<file path="config.mk">
export PLATFORM = sky130hd
export DESIGN_NAME = bsc_blower_speed_select
export DESIGN_NICKNAME = d
export VERILOG_FILES = /design/src/verilog/bsc_pkg.sv /design/src/verilog/bsc_blower_speed_select.sv
export VERILOG_INCLUDE_DIRS = /design/src /design/src/verilog
export SDC_FILE = /design/constraint.sdc
export NUM_CORES = 1
export LEC_CHECK = 0
export ABC_AREA = 0
export BUFFER_PORTS_ARGS = -buffer_cell sky130_fd_sc_hd__buf_2
export CORE_MARGIN = 4
export CORE_UTILIZATION = 51
export CTS_BUF_LIST = sky130_fd_sc_hd__clkbuf_8 sky130_fd_sc_hd__clkbuf_16
export DETAILED_ROUTE_END_ITERATION = 10
export GPL_ROUTABILITY_DRIVEN = 0
export GPL_TIMING_DRIVEN = 0
export PLACE_DENSITY = 0.76
export SETUP_SLACK_MARGIN = 0.05
export SYNTH_ARGS = -nofsm -noshare
export SYNTH_HDL_FRONTEND = slang
export SYNTH_SLANG_ARGS = --single-unit
</file>
<file path="constraint.sdc">
create_clock -name clk -period 6.08 [get_ports clk]
set_input_delay 1.216 -clock clk [delete_from_list [all_inputs] [get_ports clk]]
set_output_delay 1.216 -clock clk [all_outputs]
set_load 0.01 [all_outputs]
</file>
<file path="src/verilog/bsc_defines.svh">
// Constants of the blower speed select block: offsets, field positions, resets, times.
// Assumes a 20 MHz clock and a 32-bit AHB-Lite register bus.
`ifndef BSC_DEFINES_SVH
`define BSC_DEFINES_SVH

// ==========================================================================
// Register byte offsets.
`define BSC_OFF_CTRL     8'h00
`define BSC_OFF_STATUS   8'h04
`define BSC_OFF_ACTIVE   8'h08
`define BSC_OFF_AIRFLOW  8'h0c

// ==========================================================================
// Settings field positions (control and active-settings registers).
`define BSC_F_HIGH_LSB   0
`define BSC_F_LOW_LSB    3
`define BSC_F_HEAT_LSB   6
`define BSC_F_ADJ_LSB    9
`define BSC_F_STAGE_BIT  11
`define BSC_F_OFF_LSB    12
`define BSC_F_TEST_BIT   14
`define BSC_F_ZONE_BIT   15

// ==========================================================================
// Reset values of the settings.
`define BSC_RST_HIGH_TAP 3'h4
`define BSC_RST_LOW_TAP  3'h1
`define BSC_RST_HEAT_TAP 3'h1
`define BSC_RST_OFF_SEL  2'h3

// ==========================================================================
// Adjust encodings.
`define BSC_ADJ_NORM     2'h0
`define BSC_ADJ_PLUS     2'h1
`define BSC_ADJ_MINUS    2'h2

// ==========================================================================
// Times and airflow scale.
`define BSC_CLK_HZ       20000000
`define BSC_QUARTERS     4
`define BSC_FAN_ON_S     45
`define BSC_OFF0_S       90
`define BSC_OFF1_S       120
`define BSC_OFF2_S       180
`define BSC_OFF3_S       270
`define BSC_CFM_BASE_H   8'h08
`define BSC_CFM_STEP_H   8'h04
`define BSC_FLASH_ON_Q   4'h2
`define BSC_FLASH_OFF_Q  4'h2
`define BSC_HALF_ON_Q    4'h1
`define BSC_GAP_Q        4'h8

`endif

</file>
<file path="src/verilog/bsc_pkg.sv">
// Types shared by the blower speed select block.
// Assumes the constants header is compiled alongside.
package bsc_pkg;

    // ======================================================================
    // Settled call and status inputs from the pins.
    typedef struct packed {
        logic fan;        // Fan call.
        logic heat1;      // First stage heat call.
        logic heat2;      // Second stage heat call.
        logic dehum;      // Dehumidify speed input.
        logic limit;      // Primary limit trip, high when tripped.
        logic motor_on;   // Motor still turning.
    } bsc_pins_s;

    // Jumper settings as software writes them.
    typedef struct packed {
        logic       zoning;
        logic       test;
        logic [1:0] off_sel;
        logic       two_stage;
        logic [1:0] adjust;
        logic [2:0] heat_tap;
        logic [2:0] low_tap;
        logic [2:0] high_tap;
    } bsc_cfg_s;

    // Command to the motor.
    typedef struct packed {
        logic       run;
        logic       test;
        logic [1:0] adjust;
        logic [2:0] tap;
    } bsc_motor_s;

    // Heating sequence states.
    typedef enum logic [1:0] {ST_IDLE, ST_ON_DELAY, ST_HEAT_RUN, ST_OFF_DELAY} bsc_state_e;

    // Speed tap set in use.
    typedef enum logic [1:0] {SEL_LOW, SEL_HIGH, SEL_HEAT} bsc_sel_e;

endpackage : bsc_pkg

</file>
<file path="src/verilog/bsc_blower_speed_select.sv">
// Blower speed select: heat fan delays, speed tap choice, indicators, airflow flashes.
// Assumes a free-running 20 MHz clock, an AHB-Lite master and pins from other domains.
//
// Added by the designer: the register addresses and the AHB-Lite register port.
`timescale 1ns/10ps
`include "bsc_defines.svh"

// Operation
// - Hold run demand 45 s after heat call.
// - Keep run demand until fan-off delay ends.
// - Run low speed when neither high nor heat.
// - Heat indicator delayed, held through fan-off delay.
// - Speed level lit on high, dark low.
// - One flash per 100 CFM, half for 50.
// - Take new settings only with motor stopped.
// - Adjust scales speeds nominal, plus or minus 10%.
// - Test runs motor near 70% with fan call.
// - Single stage: first stage heat uses heat tap.
// - Two stage: first stage heat uses low tap.
// - Two stage: second stage heat uses heat tap.
// - Fan plus dehumidify selects high tap.
// - Fan call alone selects low tap.
// - Selectable fan-off delay, default 270 s.
// - Zoning heat capped at highest cooling speed.
// - Zoning uses heat tap only on limit trip.
// - Defaults: high 4, low 1, normal, heat 1.
// - Motor exchange between cycles may flicker display.
module bsc_blower_speed_select #(
    parameter int QSEC_CYCLES = `BSC_CLK_HZ / `BSC_QUARTERS  // Clock cycles per quarter second.
) (
    input  wire logic              clk,
    input  wire logic              rst,
    input  wire logic              hsel,
    input  wire logic [31:0]       haddr,
    input  wire logic [1:0]        htrans,
    input  wire logic              hwrite,
    input  wire logic [2:0]        hsize,
    input  wire logic [31:0]       hwdata,
    input  wire logic              hready,
    output logic [31:0]            hrdata,
    output logic                   hreadyout,
    output logic                   hresp,
    input  wire bsc_pkg::bsc_pins_s pins_in,
    output bsc_pkg::bsc_motor_s    motor_cmd,
    output logic                   run_demand_indicator,
    output logic                   heat_speed_indicator,
    output logic                   speed_level_indicator,
    output logic                   airflow_flash_indicator
);
    import bsc_pkg::*;

    // ======================================================================
    // Declarations.
    localparam int ON_Q = `BSC_FAN_ON_S * `BSC_QUARTERS;  // Fan-on delay in quarter seconds.

    bsc_pins_s  sync1;        // First synchroniser stage.
    bsc_pins_s  sync2;        // Second synchroniser stage.
    bsc_pins_s  sync3;        // Third synchroniser stage.
    bsc_pins_s  p;            // Settled pin levels.
    bsc_cfg_s   cfg_req;      // Settings written by software.
    bsc_cfg_s   cfg_act;      // Settings in force.
    bsc_state_e state;        // Heating sequence state.
    bsc_sel_e   heat_sel;     // Tap set chosen for heating.
    bsc_sel_e   next_heat_sel;
    bsc_sel_e   sel;          // Tap set in use now.
    logic [22:0] qcnt;        // Quarter second prescaler.
    logic        tick;        // One-cycle quarter second pulse.
    logic [10:0] dcnt;        // Delay counter in quarter seconds.
    logic        heat_call;   // Any heat call.
    logic        heat_active; // Blower held by the heating sequence.
    logic        stopped;     // Motor fully stopped.
    logic [7:0]  airflow_h;   // Airflow in units of 50 CFM.
    logic [7:0]  flash_left;  // Halves still to be flashed.
    logic [3:0]  fcnt;        // Flash phase counter in quarter seconds.
    logic        ph_sel;      // Bus address phase accepted.
    logic        ph_write;    // Accepted phase is a write.
    logic [7:0]  ph_addr;     // Accepted byte address.

    // ======================================================================
    // Functions.
    // Fan-off delay in quarter seconds for a selection.
    function automatic logic [10:0] off_q(input logic [1:0] s);
        int secs;
        case (s)
            2'h0:    secs = `BSC_OFF0_S;
            2'h1:    secs = `BSC_OFF1_S;
            2'h2:    secs = `BSC_OFF2_S;
            default: secs = `BSC_OFF3_S;
        endcase
        return 11'(secs * `BSC_QUARTERS);
    endfunction : off_q

    // Airflow of a tap in 50 CFM units, scaled by the adjust setting.
    function automatic logic [7:0] tap_airflow(input logic [2:0] tap, input logic [1:0] adj);
        logic [7:0] nom;
        nom = `BSC_CFM_BASE_H + 8'(`BSC_CFM_STEP_H * tap);
        case (adj)
            `BSC_ADJ_PLUS:  return nom + nom / 8'd10;
            `BSC_ADJ_MINUS: return nom - nom / 8'd10;
            default:        return nom;
        endcase
    endfunction : tap_airflow

    // Tap number for a tap set.
    function automatic logic [2:0] tap_of(input bsc_sel_e s, input bsc_cfg_s c);
        case (s)
            SEL_HIGH: return c.high_tap;
            SEL_HEAT: return c.heat_tap;
            default:  return c.low_tap;
        endcase
    endfunction : tap_of

    // ======================================================================
    // Pin synchroniser: a change counts once the second and third stages agree.
    always_ff @(posedge clk or posedge rst) begin
        if (rst) begin
            sync1 <= '0;
            sync2 <= '0;
            sync3 <= '0;
            p     <= '0;
        end else begin
            sync1 <= pins_in;
            sync2 <= sync1;
            sync3 <= sync2;
            p     <= (~(sync2 ^ sync3) & sync3) | ((sync2 ^ sync3) & p);
        end
    end

    // Quarter second prescaler, free running.
    always_ff @(posedge clk or posedge rst) begin
        if (rst) begin
            qcnt <= '0;
        end else if (qcnt == 23'(QSEC_CYCLES - 1)) begin
            qcnt <= '0;
        end else begin
            qcnt <= qcnt + 23'd1;
        end
    end
    assign tick = (qcnt == 23'(QSEC_CYCLES - 1));

    // ======================================================================
    // Heating sequence: fan-on delay, heat run, fan-off delay.
    assign heat_call   = p.heat1 | p.heat2;
    assign heat_active = (state == ST_HEAT_RUN) || (state == ST_OFF_DELAY);

    // The delay ends one tick late so that the free prescaler never shortens it.
    always_ff @(posedge clk or posedge rst) begin
        if (rst) begin
            state <= ST_IDLE;
            dcnt  <= '0;
        end else begin
            case (state)
                ST_IDLE: begin
                    dcnt <= '0;
                    if (heat_call) begin
                        state <= ST_ON_DELAY;
                    end
                end
                ST_ON_DELAY: begin
                    if (!heat_call) begin
                        state <= ST_IDLE;
                    end else if (tick && dcnt == 11'(ON_Q)) begin
                        state <= ST_HEAT_RUN;
                    end else if (tick) begin
                        dcnt <= dcnt + 11'd1;
                    end
                end
                ST_HEAT_RUN: begin
                    dcnt <= '0;
                    if (!heat_call) begin
                        state <= ST_OFF_DELAY;
                    end
                end
                ST_OFF_DELAY: begin
                    if (heat_call) begin
                        state <= ST_HEAT_RUN;
                    end else if (tick && dcnt == off_q(cfg_act.off_sel)) begin
                        state <= ST_IDLE;
                    end else if (tick) begin
                        dcnt <= dcnt + 11'd1;
                    end
                end
                default: state <= ST_IDLE;
            endcase
        end
    end

    // Tap set wanted by the present heat calls.
    always_comb begin
        next_heat_sel = SEL_HEAT;
        if (cfg_act.two_stage && !p.heat2) begin
            next_heat_sel = SEL_LOW;
        end
        if (cfg_act.zoning && next_heat_sel == SEL_HEAT && !p.limit) begin
            next_heat_sel = SEL_HIGH;
        end
    end

    // The heating tap set follows the calls and is frozen through the fan-off delay.
    always_ff @(posedge clk or posedge rst) begin
        if (rst) begin
            heat_sel <= SEL_LOW;
        end else if (state != ST_OFF_DELAY && heat_call) begin
            heat_sel <= next_heat_sel;
        end
    end

    // Heating owns the blower; otherwise the fan call chooses high or low.
    always_comb begin
        if (heat_active) begin
            sel = heat_sel;
        end else if (p.fan && p.dehum) begin
            sel = SEL_HIGH;
        end else begin
            sel = SEL_LOW;
        end
    end

    // ======================================================================
    // Motor command and indicators.
    always_ff @(posedge clk or posedge rst) begin
        if (rst) begin
            motor_cmd             <= '0;
            run_demand_indicator  <= 1'b0;
            heat_speed_indicator  <= 1'b0;
            speed_level_indicator <= 1'b0;
        end else if (cfg_act.test) begin
            motor_cmd.run         <= p.fan;
            motor_cmd.test        <= p.fan;
            motor_cmd.adjust      <= `BSC_ADJ_NORM;
            motor_cmd.tap         <= '0;
            run_demand_indicator  <= p.fan;
            heat_speed_indicator  <= 1'b0;
            speed_level_indicator <= 1'b0;
        end else begin
            motor_cmd.run         <= heat_active | p.fan;
            motor_cmd.test        <= 1'b0;
            // Speed requests drop with the run demand so that an idle motor sees none.
            motor_cmd.adjust      <= (heat_active | p.fan) ? cfg_act.adjust : `BSC_ADJ_NORM;
            motor_cmd.tap         <= (heat_active | p.fan) ? tap_of(sel, cfg_act) : 3'h0;
            run_demand_indicator  <= heat_active | p.fan;
            heat_speed_indicator  <= heat_active && sel == SEL_HEAT;
            speed_level_indicator <= (heat_active | p.fan) && sel == SEL_HIGH;
        end
    end

    // ======================================================================
    // Settings take effect only once the motor is fully stopped.
    assign stopped = !motor_cmd.run && !p.motor_on;

    always_ff @(posedge clk or posedge rst) begin
        if (rst) begin
            cfg_act <= '{zoning: 1'b0, test: 1'b0, off_sel: `BSC_RST_OFF_SEL,
                         two_stage: 1'b0, adjust: `BSC_ADJ_NORM,
                         heat_tap: `BSC_RST_HEAT_TAP, low_tap: `BSC_RST_LOW_TAP,
                         high_tap: `BSC_RST_HIGH_TAP};
        end else if (stopped) begin
            cfg_act <= cfg_req;
        end
    end

    // ======================================================================
    // Airflow flash display: two quarters on per full flash, one per half flash.
    // Between runs the new settings reach the display, so the count may jump.
    assign airflow_h = tap_airflow(tap_of(sel, cfg_act), cfg_act.adjust);

    always_ff @(posedge clk or posedge rst) begin
        if (rst) begin
            flash_left              <= '0;
            fcnt                    <= '0;
            airflow_flash_indicator <= 1'b0;
        end else if (tick) begin
            if (fcnt != 4'h0) begin
                fcnt <= fcnt - 4'h1;
            end else if (airflow_flash_indicator) begin
                airflow_flash_indicator <= 1'b0;
                fcnt <= (flash_left == 8'h0) ? `BSC_GAP_Q : `BSC_FLASH_OFF_Q - 4'h1;
            end else if (flash_left >= 8'h2) begin
                airflow_flash_indicator <= 1'b1;
                flash_left <= flash_left - 8'h2;
                fcnt <= `BSC_FLASH_ON_Q - 4'h1;
            end else if (flash_left == 8'h1) begin
                airflow_flash_indicator <= 1'b1;
                flash_left <= 8'h0;
                fcnt <= `BSC_HALF_ON_Q - 4'h1;
            end else begin
                flash_left <= airflow_h;
            end
        end
    end

    // ======================================================================
    // AHB-Lite slave: zero wait states, always OKAY.
    assign hreadyout = 1'b1;
    assign hresp     = 1'b0;

    // Address phase capture.
    always_ff @(posedge clk or posedge rst) begin
        if (rst) begin
            ph_sel   <= 1'b0;
            ph_write <= 1'b0;
            ph_addr  <= '0;
        end else if (hready) begin
            ph_sel   <= hsel && htrans[1] && hsize == 3'h2;
            ph_write <= hwrite;
            ph_addr  <= haddr[7:0];
        end
    end

    // Control register write in the data phase.
    always_ff @(posedge clk or posedge rst) begin
        if (rst) begin
            cfg_req <= '{zoning: 1'b0, test: 1'b0, off_sel: `BSC_RST_OFF_SEL,
                         two_stage: 1'b0, adjust: `BSC_ADJ_NORM,
                         heat_tap: `BSC_RST_HEAT_TAP, low_tap: `BSC_RST_LOW_TAP,
                         high_tap: `BSC_RST_HIGH_TAP};
        end else if (ph_sel && ph_write && ph_addr == `BSC_OFF_CTRL) begin
            cfg_req <= hwdata[15:0];
        end
    end

    // Read data; unmapped addresses read zero.
    always_comb begin
        hrdata = '0;
        if (ph_sel && !ph_write) begin
            case (ph_addr)
                `BSC_OFF_CTRL:    hrdata = {16'h0, cfg_req};
                `BSC_OFF_STATUS:  hrdata = {24'h0, cfg_req != cfg_act, p.motor_on,
                                            airflow_flash_indicator, speed_level_indicator,
                                            heat_speed_indicator, run_demand_indicator,
                                            state};
                `BSC_OFF_ACTIVE:  hrdata = {16'h0, cfg_act};
                `BSC_OFF_AIRFLOW: hrdata = {24'h0, airflow_h};
                default:          hrdata = '0;
            endcase
        end
    end
endmodule : bsc_blower_speed_select

</file>
# --- Word-level counts from Yosys, hierarchy flattened ---
# Index checks and enable logic that the tools add are counted.
totals:
  regBits: 127
  word_cells: 177
op_classes:
  n_lt_le_gt_ge: 1
  addsub: 7
  muxes: 41
  n_eq_ne: 28
  div_mod_pow: 1
  n_bitwise: 9
  n_reduce_logical: 33
ops:
  columns: ["operator", "count"]
  rows:
  - ["$pmux 16 s4", 1]
  - ["$mux 11", 5]
  - ["$pmux 11 s3", 1]
  - ["$pmux 9 s3", 1]
  - ["$add 23x1->23 const B", 1]
  - ["$eq 23x23->1 const B", 1]
  - ["$mux 23", 1]
  - ["$mux 2", 10]
  - ["$mux 4", 5]
  - ["$mux 9", 2]
  - ["$eq 8x4->1 const B", 2]
  - ["$logic_not 8->1", 2]
  - ["$mux 16", 1]
  - ["$mux 8", 2]
  - ["$ne 16x16->1", 1]
  - ["$pmux 8 s2", 1]
  - ["$logic_and 1x1->1", 15]
  - ["$ne 2x2->1 const B", 7]
  - ["$and 6x6->6", 2]
  - ["$eq 2x2->1 const B", 6]
  - ["$add 11x1->11 const B", 1]
  - ["$eq 11x11->1", 1]
  - ["$eq 11x8->1 const B", 1]
  - ["$add 6x8->8", 1]
  - ["30 further kinds", 49]

# --- Longest topological paths before layout ---
depth:
  ltp_word: 11
  depth_mapped: 24
  ltp_nobuf: 23

# --- Least setup slack after synthesis ---
# OpenSTA, ideal clock, no wires.
synth_timing:
  kind: "register -> output"
  from: "reg with a tool-made name"
  to: "out hrdata[4]"
  path_stages_with_launch: 23
  path_slack_ns: -0.049
  required_ns: 4.864
  arrival_time_ns: 4.913
  cell_sequence: "dfrtp_1 > clkbuf_1 > o21ai_0 > ha_1 > clkbuf_1 > a221oi_1 > nor2_1 > ha_1 > clkbuf_1 > a31oi_1 > ha_1 > nand2_1 > o21ai_0 > o311ai_0 > mux2i_1 > nor3_1 > ha_1 > nor2b_1 > nor4_1 > mux2i_1 > o21ai_0 > mux4_2 > and2_1"
synth_rtl:
  columns: ["element", "line_no", "source"]
  rows:
  - ["end, declared", "bsc_blower_speed_select.sv:40", "output logic [31:0] hrdata,"]

==> out/qor.txt <==
Unique masters post-synth: 67
Via count: 5,523
Pins Over Slew Limit: 0
Failing checks: setup timing
WP data arrival: 4.95 ns
Netlist Area Pre-Place: 6740 um2
Reg-to-reg endpoint: flash_left[4]
DRT iter0 DRCs: 653
Final hold vios: 0
Antenna-violating nets left: 0
Vias per cell: 5.68
Fill cell count: 925
Worst setup EP type: output pin
# clock sinks: 126
WHS Endpoint: sync2[0]
Nets: 892
Post-layout util: 67.2%
DIE AREA: 15,100 um2
Core Box Area: 12,800 um2
Max cap viols: 0
HPWL Detailed: 11,400 um
Post-synthesis sequential area ratio: 47.0%
Pre-antenna DRT Iters: 6
Crit-path cells: clkbuf_8, o21ai_4, ha_4, nor2b_4, nor2_4, ha_4, inv_4, o211a_4, a31oi_4, ha_4, nand2_2, o21ai_2, o311ai_2, mux2i_1, nor3_2, ha_2, nor2b_4, nor4_4, mux2i_1, o21ai_2, mux4_2, and2_4, buf_6
Period utilization: 101%
GRT Overall Usage: 23.6%
Crit Path Class: reg -> out
Slew headroom: 42.6%
GR Overflow Total: 0
Slowest CP cell: mux4_2
Synth async-reset ratio: 100%
PwrDens: 325 nW/um2
Ys Warns: 0
RSZ-0062 raised after global routing: yes
HP Class: reg -> reg
# setup viols final: 2
Drt drc: 0
TritonCTS buffer count: 17
Post-synth EDFFs: 0
Routed WL per cell: 18.3 um
Ant diodes: 0
Synthesized area per cell: 10.4 um2
CP dominant cell by count: ha_4
Layout Skew: 0.00948 ns
Cell row count: 41
Maximum fanout along the worst path: 6
Fmax achieved: 162 MHz
Die Wd: 123 um
CTS root buffer: clkbuf_16
Share of post-route cells with drive strength above 1: 30.5%
CP max stage delay: 0.49 ns
Port bufs: 65
H-tree depth: 4
VDD IR max: 204 uV
Pleak: 0.00393 uW
Clk_lat worst skew: 0.42 ns
Max Buffers Root-to-Sink: 2
Hold WS: 0.347 ns
Slew @ Worst Pin: 0.852 ns
Total wire length: 17,800 um
Number of synthesized register bits: 126
CTS Hold Bufs: 0
Worst Path Required: 4.86 ns
Hold Startpoint: sync1[0]
Clk pin slew, worst setup/hold paths: 0.05 ns
Initial core utilization: 52.7%
Initial antenna violation count: 0
CTS tree: yes
Final WS setup: -0.0810 ns
Post-synthesis cell count: 650
Crit path time final: 6.16 ns
Largest net degree at the start of global routing: 84
I/O pins: 125
Die Y: 123 um
Global-route wire length before repair: 27,300 um
CP Launch Type: flip-flop
Worst Reg2Reg Path Length in Cells: 24
Hold Crit Depth: 0
R2R Setup Slk: 1.72 ns
Number of global-route vias before repair: 5,498
Ys flop type: dfrtp_1
Status: complete, but fails checks
Synthesis-to-finish area growth: 27.4%
-- Yosys cell counts (all sizes together) (6+ instances only) --
library cell	number	area, um2
or3	17	106
maj3	6	60.1
nand3	15	75.1
and2	8	50.1
o21ai	33	165
nor3	13	70.1
dfrtp	116	2900
xnor2	14	123
clkbuf	16	60.1
nor4	13	96.3
dfstp	10	263
mux2i	18	180
xor2	25	219
nor2b	7	43.8
nand2	38	145
mux2	41	462
a21oi	19	95.1
nand4	10	62.6
buf	26	186
or4	7	52.6
ha	24	300
nor2	62	233
inv	34	128
-- metal layers --
layer	routed length, um	GRT usage (%)
met1	6910	28.5
met2	9070	40.2
met3	1210	5.63
met4	591	10.6
met5	0	0
-- how the worst max path moves through the flow --
stage	from	end	slack (ns)	cells after the start
floorplan	flip-flop	hrdata[4]	0.09	22
global placement	flip-flop	hrdata[4]	-0.82	23
detailed placement	flip-flop	hrdata[4]	-0.89	23
CTS	flip-flop	hrdata[4]	0.04	23
global route	flip-flop	hrdata[4]	-0.19	23
finish	flip-flop	hrdata[4]	-0.08	23
-- critical path: cells and delay by family (launching register included) --
| family | cells | cell delay [ns] |
|---|---|---|
| compound gates | 6 | 0.85 |
| fa+ha+maj | 4 | 0.85 |
| buf+inv | 3 | 0.32 |
| flops | 1 | 0.39 |
| mux | 3 | 1.09 |
| simple gates | 7 | 1.04 |
-- registers in the layout, indices dropped and copies added, names as in the netlist, 2 cells and up, named ones only --
signal / cells
heat_sel: 2
cfg_act: 16
sync1: 6
sync3: 6
cfg_req: 16
motor_cmd: 7
qcnt: 23
fcnt: 4
flash_left: 8
dcnt: 11
ph_addr: 8
sync2: 6
-- placed cells by master, fill, tap and decap left out, types with 4 or more instances in the layout --
| master | count |
|---|---|
| buf_6 | 6 |
| dfrtp_1 | 116 |
| clkbuf_1 | 13 |
| xnor2_1 | 13 |
| inv_1 | 33 |
| o31ai_1 | 5 |
| dfstp_2 | 10 |
| ha_1 | 17 |
| xor2_1 | 25 |
| nor2b_1 | 4 |
| nand4_1 | 10 |
| a21oi_1 | 17 |
| and3_1 | 4 |
| or3_1 | 17 |
| ha_4 | 5 |
| o21ai_1 | 5 |
| nand3_1 | 15 |
| nor4_1 | 11 |
| maj3_1 | 6 |
| buf_4 | 55 |
| conb_1 | 18 |
| buf_2 | 65 |
| clkbuf_16 | 17 |
| mux2_2 | 25 |
| or4_1 | 7 |
| nand2_1 | 35 |
| and2_1 | 5 |
| nor2_1 | 60 |
| nand2b_1 | 4 |
| mux2i_1 | 18 |
| o21ai_0 | 25 |
| nor3_1 | 10 |
| bufinv_16 | 5 |
| a31oi_1 | 4 |
| mux2_1 | 16 |
-- area by class of cell --
cell class	instances	area (um2)	share of cell area (%)
Clock inverter	15	205	2.39
Timing Repair Buffer	105	663	7.73
Tap cell	172	215	2.51
Clock buffer	17	425	4.96
Inverter	35	146	1.71
Sequential cell	126	3170	36.9
Multi-Input combinational cell	463	3510	40.9
Buffer	40	249	2.90
-- per-stage QoR --
| stage | total power, uW | instance area (um2) | instances | setup TNS (ns) | setup slack, ns |
|---|---|---|---|---|---|
| final | 2790 | 8580 | 973 | -0.127 | -0.0810 |
| after global routing | 2900 | 8580 | 973 | -0.442 | -0.194 |
| after CTS | 2660 | 8430 | 959 | 0 | 0.0407 |
| after detailed placement | 1430 | 7380 | 904 | -2.16 | -0.893 |
| after global placement | 1410 | 7350 | 903 | -1.88 | -0.818 |
| after floorplan | 1300 | 6810 | 666 | 0 | 0.0933 |
-- logic make-up (layout without fill, tap and decap cells) --
family	Yosys count	in the layout	share of synthesized area (%)
xor+xnor	39	39	5.07
compound gates	98	98	9.25
flops	126	126	47.0
buf+inv	77	212	5.61
mux	62	62	10.5
other cells	2	18	0.111
simple gates	216	216	17.1
fa+ha+maj	30	30	5.35
-- report_power, final --
| group | total [uW] | internal [uW] | switching, uW |
|---|---|---|---|
| clock network | 1080 | 719 | 361 |
| logic | 738 | 344 | 394 |
| registers | 974 | 907 | 67.1 |
-- repair_timing --
action,in CTS,in global routing
endpoints found under the setup margin,7,4
resized for setup,49,18
pin swaps,14,15
buffers inserted,24,15
No activity file was read; power rests on OpenSTA's default activity.
